===== src/design/cfc_pkg.sv =====
// Constants for the contactless flag codec: flag bit positions, error codes,
// register offsets, reset values and reply field layout.
// Assumes the flag byte arrives already de-serialised, bit 1 in position 0.
package cfc_pkg;

   // ****************************************************************
   // Request flag positions (bit 1 of the byte is index 0)
   // ****************************************************************
   localparam int REQ_SUBCARRIER = 0;
   localparam int REQ_DATA_RATE = 1;
   localparam int REQ_INVENTORY = 2;
   localparam int REQ_EXTENSION = 3;
   localparam int REQ_SELECT_ONLY = 4;
   localparam int REQ_FAMILY_ID_PRESENT = 4;
   localparam int REQ_UID_ADDRESSED = 5;
   localparam int REQ_SINGLE_SLOT_BIT = 5;
   localparam int REQ_OPTION = 6;

   // ****************************************************************
   // Response flag positions and error codes
   // ****************************************************************
   localparam int RSP_ERROR = 0;
   localparam logic [7:0] ERR_BAD_COMMAND = 8'h02;
   localparam logic [7:0] ERR_NO_OPTION = 8'h03;
   localparam logic [7:0] ERR_UNSPECIFIED = 8'h0F;

   // ****************************************************************
   // Slot counter layout
   // ****************************************************************
   localparam logic [3:0] SLOT_COUNT_MANY = 4'hF;
   localparam logic [2:0] SLOT_BITS_MANY = 3'h4;

   // ****************************************************************
   // Register offsets and reset values
   // ****************************************************************
   localparam logic [3:0] ADDR_REQ_FLAGS = 4'h0;
   localparam logic [3:0] ADDR_DECODE = 4'h1;
   localparam logic [3:0] ADDR_RSP_CTRL = 4'h2;
   localparam logic [3:0] ADDR_RSP_FLAGS = 4'h3;
   localparam logic [3:0] ADDR_TAG_STATE = 4'h4;
   localparam logic [7:0] RESET_BYTE = 8'h00;

   // ****************************************************************
   // Tag state encoding supplied by the neighbouring state machine
   // ****************************************************************
   localparam logic [1:0] TAG_READY = 2'h0;
   localparam logic [1:0] TAG_QUIET = 2'h1;
   localparam logic [1:0] TAG_SELECTED = 2'h2;

   typedef enum logic [2:0]
   {
      CFC_RSP_IDLE = 3'b001,
      CFC_RSP_FLAGS = 3'b010,
      CFC_RSP_CODE = 3'b100
   } cfc_rsp_state_t;

endpackage : cfc_pkg


===== src/design/cfc_codec.sv =====
// Flag codec: captures each request flag byte, holds the decoded controls
// for the neighbouring blocks, and emits the response flag byte and error
// code as a byte stream. Assumes a single 25 MHz clock and that the frame
// deframer presents the first byte after SOF with i_req_first high.
//
// Design decisions made here: the placing of the registers and strobed register access.
`timescale 1ns/1ns

module cfc_codec
#(
   parameter int FLAG_WIDTH = 8
)
(
   // Clock and reset
   input wire logic i_clock,
   input wire logic i_rst_n,
   // Request byte stream from the deframer
   input wire logic [7:0] i_req_byte,
   input wire logic i_req_valid,
   input wire logic i_req_first,
   // Tag context from neighbouring blocks
   input wire logic [1:0] i_tag_state,
   input wire logic i_uid_match,
   input wire logic i_uid_done,
   // Response request from command execution
   input wire logic i_rsp_start,
   input wire logic i_rsp_error,
   input wire logic [7:0] i_rsp_code,
   // Register port
   input wire logic [3:0] i_addr,
   input wire logic [7:0] i_wdata,
   input wire logic i_wr,
   input wire logic i_rd,
   output logic [7:0] o_rdata,
   // Decoded controls
   output logic o_flags_valid,
   output logic o_two_subcarriers,
   output logic o_high_rate,
   output logic o_inventory,
   output logic o_extension,
   output logic o_option,
   output logic o_family_id_present,
   output logic o_uid_expected,
   output logic o_execute,
   output logic [3:0] o_slot_count_max,
   output logic [2:0] o_slot_bits,
   // Response byte stream
   output logic [7:0] o_rsp_byte,
   output logic o_rsp_valid,
   output logic o_rsp_last
);

   // ****************************************************************
   // Elaboration check
   // ****************************************************************
   if (FLAG_WIDTH != 8)
   begin : g_bad_width
      $error("cfc_codec: flag byte must be eight bits");
   end

   // ****************************************************************
   // Request flag capture
   // ****************************************************************
   logic [7:0] req_flags_reg;
   logic flags_valid_reg;
   logic [7:0] dec_src;
   logic d_sub, d_rate, d_inv, d_ext, d_sel, d_addr;
   logic d_fam, d_slot, d_opt, d_ferr;
   logic sw_override_reg;
   logic [7:0] sw_flags_reg;

   always_ff @(posedge i_clock or negedge i_rst_n)
   begin
      if (!i_rst_n)
      begin
         req_flags_reg <= cfc_pkg::RESET_BYTE;
         flags_valid_reg <= 1'b0;
      end
      else if (i_req_valid && i_req_first)
      begin
         req_flags_reg <= i_req_byte;
         flags_valid_reg <= 1'b1;
      end
   end

   // Software may force a flag byte for bring-up without a reader
   assign dec_src = sw_override_reg ? sw_flags_reg : req_flags_reg;

   cfc_flag_decode u_decode
   (
      .i_flags(dec_src),
      .o_two_subcarriers(d_sub),
      .o_high_rate(d_rate),
      .o_inventory(d_inv),
      .o_extension(d_ext),
      .o_select_only(d_sel),
      .o_uid_addressed(d_addr),
      .o_family_id_present(d_fam),
      .o_single_slot_bit(d_slot),
      .o_option(d_opt),
      .o_format_error(d_ferr)
   );

   // ****************************************************************
   // Execute decision
   // ****************************************************************
   logic execute_next;

   always_comb
   begin
      execute_next = 1'b1;
      if (d_ferr)
         execute_next = 1'b0;
      else if (d_sel)
         execute_next = (i_tag_state == cfc_pkg::TAG_SELECTED);
      else if (d_addr)
         execute_next = i_uid_done && i_uid_match;
   end

   always_ff @(posedge i_clock or negedge i_rst_n)
   begin
      if (!i_rst_n)
      begin
         o_flags_valid <= 1'b0;
         o_two_subcarriers <= 1'b0;
         o_high_rate <= 1'b0;
         o_inventory <= 1'b0;
         o_extension <= 1'b0;
         o_option <= 1'b0;
         o_family_id_present <= 1'b0;
         o_uid_expected <= 1'b0;
         o_execute <= 1'b0;
         o_slot_count_max <= 4'h0;
         o_slot_bits <= 3'h0;
      end
      else
      begin
         o_flags_valid <= flags_valid_reg || sw_override_reg;
         o_two_subcarriers <= d_sub;
         o_high_rate <= d_rate;
         o_inventory <= d_inv;
         o_extension <= d_ext;
         o_option <= d_opt;
         o_family_id_present <= d_fam;
         o_uid_expected <= d_addr;
         o_execute <= execute_next;
         // Non-inventory requests report single-slot figures
         if (d_inv && !d_slot)
         begin
            o_slot_count_max <= cfc_pkg::SLOT_COUNT_MANY;
            o_slot_bits <= cfc_pkg::SLOT_BITS_MANY;
         end
         else
         begin
            o_slot_count_max <= 4'h0;
            o_slot_bits <= 3'h0;
         end
      end
   end

   // ****************************************************************
   // Response flag and error code stream
   // ****************************************************************
   cfc_pkg::cfc_rsp_state_t rsp_state_reg;
   logic [7:0] rsp_flags_reg;
   logic [7:0] rsp_code_reg;
   logic [7:0] code_fix;

   // Unknown codes become the bad-command code on a format error, else the unspecified error code
   always_comb
   begin
      code_fix = cfc_pkg::ERR_UNSPECIFIED;
      if (i_rsp_code == cfc_pkg::ERR_BAD_COMMAND
          || i_rsp_code == cfc_pkg::ERR_NO_OPTION)
         code_fix = i_rsp_code;
      else if (d_ferr)
         code_fix = cfc_pkg::ERR_BAD_COMMAND;
   end

   always_ff @(posedge i_clock or negedge i_rst_n)
   begin
      if (!i_rst_n)
      begin
         rsp_state_reg <= cfc_pkg::CFC_RSP_IDLE;
         rsp_flags_reg <= cfc_pkg::RESET_BYTE;
         rsp_code_reg <= cfc_pkg::RESET_BYTE;
      end
      else
      begin
         unique case (rsp_state_reg)
            cfc_pkg::CFC_RSP_IDLE:
            begin
               // A silent tag never starts a reply
               if (i_rsp_start && execute_next)
               begin
                  // Reserved bits and the extension bit stay zero
                  rsp_flags_reg <= cfc_pkg::RESET_BYTE;
                  rsp_flags_reg[cfc_pkg::RSP_ERROR] <= i_rsp_error;
                  rsp_code_reg <= code_fix;
                  rsp_state_reg <= cfc_pkg::CFC_RSP_FLAGS;
               end
            end
            cfc_pkg::CFC_RSP_FLAGS:
            begin
               if (rsp_flags_reg[cfc_pkg::RSP_ERROR])
                  rsp_state_reg <= cfc_pkg::CFC_RSP_CODE;
               else
                  rsp_state_reg <= cfc_pkg::CFC_RSP_IDLE;
            end
            cfc_pkg::CFC_RSP_CODE:
               rsp_state_reg <= cfc_pkg::CFC_RSP_IDLE;
            default:
               rsp_state_reg <= cfc_pkg::CFC_RSP_IDLE;
         endcase
      end
   end

   always_ff @(posedge i_clock or negedge i_rst_n)
   begin
      if (!i_rst_n)
      begin
         o_rsp_byte <= 8'h00;
         o_rsp_valid <= 1'b0;
         o_rsp_last <= 1'b0;
      end
      else
      begin
         o_rsp_valid <= rsp_state_reg != cfc_pkg::CFC_RSP_IDLE;
         if (rsp_state_reg == cfc_pkg::CFC_RSP_CODE)
         begin
            o_rsp_byte <= rsp_code_reg;
            o_rsp_last <= 1'b1;
         end
         else if (rsp_state_reg == cfc_pkg::CFC_RSP_FLAGS)
         begin
            o_rsp_byte <= rsp_flags_reg;
            o_rsp_last <= !rsp_flags_reg[cfc_pkg::RSP_ERROR];
         end
         else
         begin
            o_rsp_byte <= 8'h00;
            o_rsp_last <= 1'b0;
         end
      end
   end

   // ****************************************************************
   // Register port
   // ****************************************************************
   always_ff @(posedge i_clock or negedge i_rst_n)
   begin
      if (!i_rst_n)
      begin
         sw_override_reg <= 1'b0;
         sw_flags_reg <= cfc_pkg::RESET_BYTE;
      end
      else if (i_wr && i_addr == cfc_pkg::ADDR_RSP_CTRL)
         sw_override_reg <= i_wdata[0];
      else if (i_wr && i_addr == cfc_pkg::ADDR_REQ_FLAGS)
         sw_flags_reg <= i_wdata;
   end

   always_ff @(posedge i_clock or negedge i_rst_n)
   begin
      if (!i_rst_n)
         o_rdata <= 8'h00;
      else if (i_rd)
      begin
         unique case (i_addr)
            cfc_pkg::ADDR_REQ_FLAGS: o_rdata <= dec_src;
            cfc_pkg::ADDR_DECODE:
               o_rdata <= {d_ferr, d_slot, d_fam, d_addr,
                           d_sel, d_ext, d_rate, d_sub};
            cfc_pkg::ADDR_RSP_CTRL: o_rdata <= {7'h00, sw_override_reg};
            cfc_pkg::ADDR_RSP_FLAGS: o_rdata <= rsp_flags_reg;
            cfc_pkg::ADDR_TAG_STATE:
               o_rdata <= {5'h00, execute_next, i_tag_state};
            default: o_rdata <= 8'h00;
         endcase
      end
      else
         o_rdata <= 8'h00;
   end

endmodule : cfc_codec


===== src/design/cfc_flag_decode.sv =====
// Combinational decode of one request flag byte into named controls.
// Assumes the byte is held stable by the caller while it is read.
`timescale 1ns/1ns
module cfc_flag_decode
(
   // Request flag byte
   input wire logic [7:0] i_flags,
   // Decoded controls
   output logic o_two_subcarriers,
   output logic o_high_rate,
   output logic o_inventory,
   output logic o_extension,
   output logic o_select_only,
   output logic o_uid_addressed,
   output logic o_family_id_present,
   output logic o_single_slot_bit,
   output logic o_option,
   output logic o_format_error
);

   always_comb
   begin
      o_two_subcarriers = i_flags[cfc_pkg::REQ_SUBCARRIER];
      o_high_rate = i_flags[cfc_pkg::REQ_DATA_RATE];
      o_inventory = i_flags[cfc_pkg::REQ_INVENTORY];
      o_extension = i_flags[cfc_pkg::REQ_EXTENSION];
      o_option = i_flags[cfc_pkg::REQ_OPTION];
      // Meaning of bits 5 and 6 (indices 4 and 5) switches with the inventory bit
      o_select_only = !o_inventory
         && i_flags[cfc_pkg::REQ_SELECT_ONLY];
      o_uid_addressed = !o_inventory
         && i_flags[cfc_pkg::REQ_UID_ADDRESSED];
      o_family_id_present = o_inventory
         && i_flags[cfc_pkg::REQ_FAMILY_ID_PRESENT];
      o_single_slot_bit = o_inventory
         && i_flags[cfc_pkg::REQ_SINGLE_SLOT_BIT];
      // Select-only with a UID is contradictory from the reader
      o_format_error = o_select_only && o_uid_addressed;
   end

endmodule : cfc_flag_decode


===== config.mk =====
export PLATFORM = sky130hd
export DESIGN_NAME = cfc_codec
export DESIGN_NICKNAME = d
export VERILOG_FILES = /design/src/design/cfc_pkg.sv /design/src/design/cfc_codec.sv /design/src/design/cfc_flag_decode.sv
export SDC_FILE = /design/constraint.sdc
export NUM_CORES = 1
export LEC_CHECK = 0
export BUFFER_PORTS_ARGS = -buffer_cell sky130_fd_sc_hd__buf_2
export CORE_MARGIN = 2
export CORE_UTILIZATION = 26
export DETAILED_ROUTE_END_ITERATION = 10
export PLACE_DENSITY = 0.42
export SYNTH_ARGS = -nofsm -noshare
export SYNTH_HDL_FRONTEND = slang
export SYNTH_SLANG_ARGS = --single-unit

===== constraint.sdc =====
create_clock -name i_clock -period 2.15 [get_ports i_clock]
set_input_delay 0.215 -clock i_clock [delete_from_list [all_inputs] [get_ports i_clock]]
set_output_delay 0.215 -clock i_clock [all_outputs]
set_load 0.05 [all_outputs]

==> results.sh <==
export IMPL_drive_gt1_share_pct=48.67
export IMPL_drcViolationCount=0
export IMPL_grt_first_pass_wirelength_um=8259
export IMPL_yosysSeqAreaShare_pct=60.91
export IMPL_max_vdd_ir_drop_v=0.0004038
export IMPL_firstDrtPassIters=4
export IMPL_synth_seq_cells=58
export IMPL_cts_inserted_buffers=9
export IMPL_min_from="i_wdata[1]"
export IMPL_slowest_delay_ns=0.48
export IMPL_cts_resized_gates=0
export IMPL_worst_pin_slew_ns=0.5443
export IMPL_die_h_um=99.77
export IMPL_synthToLayoutAreaGrowth_pct=28.33
export IMPL_startpoint_type="flop"
export IMPL_hold_end="sw_flags_reg[1]"
export IMPL_r2r_worst_path_cells=4
export IMPL_postRouteAntennaNets=0
export IMPL_rrSetupSlack_ns=0.25
export IMPL_p_total_w=0.003299
export IMPL_overflow=0
export IMPL_finalWirelength_um=5053
export IMPL_path_class="flop to flop"
export IMPL_dpl_hpwl_um=3822
export IMPL_first_iter_violations=27
export IMPL_post_drt_wl_per_cell_um=13.62
export IMPL_grt_max_degree=28
export IMPL_skew_ns=0.005426
export IMPL_required_ns=2.36
export IMPL_finalSetupTns_ns=0
export IMPL_critPathSlowestCell="dfrtp_1"
export IMPL_hold_viol=0
export IMPL_num_vias=1560
export IMPL_syn_area_per_cell_um2=13.32
export IMPL_clk_pin_slew_ns=0.07
export IMPL_portBuffers=71
export IMPL_setup_viol=0
export IMPL_htree_levels=3
export IMPL_place_area_mm2=0.002853
export IMPL_cp_startpoint="sw_override_reg"
export IMPL_root_buffer="clkbuf_8"
export IMPL_grtUsageTotal_pct=10.88
export IMPL_max_cap_viol_count=0
export IMPL_grt_pass1_vias=1646
export IMPL_n_antenna_cell=0
export IMPL_cp_arrival_ns=2.11
export IMPL_report_final_slew_viol_count=0
export IMPL_crit_chain="mux2i_4 -> nand2_1 -> o221ai_2 -> mux2_2"
export IMPL_p_leak_nw=1.524
export IMPL_ys_warn_count=0
export IMPL_min_path_type="primary input to flop"
export IMPL_antenna_found_initial=0
export IMPL_reg2reg_to="rsp_code_reg[0]"
export IMPL_rsz0062_at_grt="no"
export IMPL_core_area_mm2=0.008806
export IMPL_cp_max_fo=9
export IMPL_pwr_density_cell_mw_per_mm2=1078
export IMPL_finalCritPeriodShare_pct=88.27
export IMPL_clk_path_buf_depth=2
export IMPL_cp_top_family="multiplexers"
export IMPL_ys_types=40
export IMPL_cts_tree="done"
export IMPL_hold_depth=2
export IMPL_syn_area_mm2=0.002385
export IMPL_viasPerCell=4.205
export IMPL_die_x_um=99.77
export IMPL_timing_hold_ws_ns=0.1120
export IMPL_place_congestion=0.6898
export IMPL_syn_inst=179
export IMPL_synth_top_cells_by_area="dfrtp_1 (60%), mux2_2 (10%), and2_1 (3.1%), mux2_4 (3.1%), buf_4 (2.2%)"
export IMPL_clock_sinks=58
export IMPL_path_buf_inv=0
export IMPL_cp_end_kind="flop"
export IMPL_io_pins=74
export IMPL_fmax_mhz=526.9
export IMPL_cts_setup_buffers=0
export IMPL_insertion_delay_ns=0.33
export IMPL_synth_top_area_share_pct=59.81
export IMPL_fin_crit_ns=1.898
export IMPL_status="completed"
export IMPL_dieArea_mm2=0.009954
export IMPL_slew_headroom_pct=63.71
export IMPL_yosys_area_top_type="dfrtp_1"
export IMPL_row_count=34
export IMPL_finalNetCount=298
export IMPL_r2r_start="sw_override_reg"
export IMPL_cts_hold_buffers_added=1
export IMPL_fin_area_mm2=0.003060
export IMPL_start_util_pct=27.08
area by class of cell:
| type | instances | area [µm²] |
|---|---|---|
| flip-flops and latches | 58 | 1453 |
| repair buffers | 78 | 422.9 |
| multi-input cells | 105 | 829.5 |
| inverters | 6 | 22.52 |
| fillers | 872 | 5746 |
| well taps | 108 | 135.1 |
| clock buffers | 14 | 162.7 |
| clock inverters | 2 | 35.03 |
worst register-to-register path, delay by kind of cell, from the launching register on:
| family | cells | cell delay (ns) |
|---|---|---|
| AND/OR/NAND/NOR | 1 | 0.14 |
| AO/OA/AOI/OAI | 1 | 0.45 |
| flip-flops | 1 | 0.48 |
| multiplexers | 2 | 0.71 |
synth_stat cells, drive strengths merged:
cell type	count
dfrtp	57
mux2	27
and2	12
nor2	11
buf	10
nand2	9
inv	6
a21oi	5
mux2i	5
nand2b	5
nor2b	4
nand3	3
a211oi	2
nor4bb	2
o21ai	2
or2	2
a2111oi	1
a211o	1
a21o	1
a311oi	1
a31o	1
a32oi	1
and3	1
clkbuf	1
conb	1
dfstp	1
nor3	1
nor3b	1
nor4	1
nor4b	1
o221ai	1
or3	1
or3b	1
power by group:
part	internal [W]	switching, W
Clock	0.000599	0.000410
Sequential	0.00127	0.000106
Combinational	0.000329	0.000587
per-stage QoR:
stage | worst slack (ns) | cells | utilization, %
global route | 0.1341 | 371 | 34.75
detailed placement | 0.2393 | 354 | 32.40
global placement | 0.3007 | 354 | 32.40
CTS | 0.2303 | 371 | 34.75
floorplan | 0.5668 | 180 | -
finish | 0.2521 | 371 | 34.75
layout by cell type (no fill, tap or decap), types with 2 or more instances in the layout:
| cell | Yosys | final |
|---|---|---|
| dfrtp_1 | 57 | 57 |
| buf_2 | 1 | 71 |
| nand3_1 | 3 | 3 |
| a21oi_1 | 5 | 5 |
| buf_4 | 7 | 5 |
| nand2_1 | 9 | 9 |
| inv_1 | 5 | 5 |
| mux2_2 | 22 | 22 |
| and2_1 | 12 | 12 |
| mux2i_1 | 4 | 4 |
| mux2_4 | 5 | 5 |
| nand2b_1 | 5 | 5 |
| nor4bb_1 | 2 | 2 |
| nor2_1 | 10 | 10 |
| clkbuf_8 | 0 | 11 |
| or2_2 | 2 | 2 |
| clkbuf_1 | 1 | 3 |
| conb_1 | 1 | 2 |
| nor2b_1 | 4 | 4 |
| a211oi_1 | 2 | 2 |
layer usage:
metal | track usage (%) | wire length (µm)
met1 | 14.31 | 2372
met2 | 16.58 | 2290
met3 | 2.577 | 291
met4 | 6.006 | 99
met5 | 0 | 0
cell families (layout without fill, tap and decap cells):
| logic type | Yosys count | in the layout | synth area share [%] |
|---|---|---|---|
| flip-flops | 58 | 58 | 60.91 |
| AND/OR/NAND/NOR | 55 | 55 | 13.01 |
| AO/OA/AOI/OAI | 16 | 16 | 5.299 |
| buffers and inverters | 17 | 100 | 4.459 |
| other | 1 | 2 | 0.1572 |
| multiplexers | 32 | 32 | 16.16 |
worst max-delay path by stage:
stage	endpoint	cells past startpoint
2_1_floorplan	rsp_code_reg[2]	6
3_3_place_gp	rsp_code_reg[0]	4
3_5_place_dp	rsp_code_reg[0]	4
4_1_cts	rsp_code_reg[0]	4
5_1_grt	rsp_code_reg[0]	4
6_report	rsp_code_reg[0]	4
Note: power is estimated with default switching activity, not from simulation.
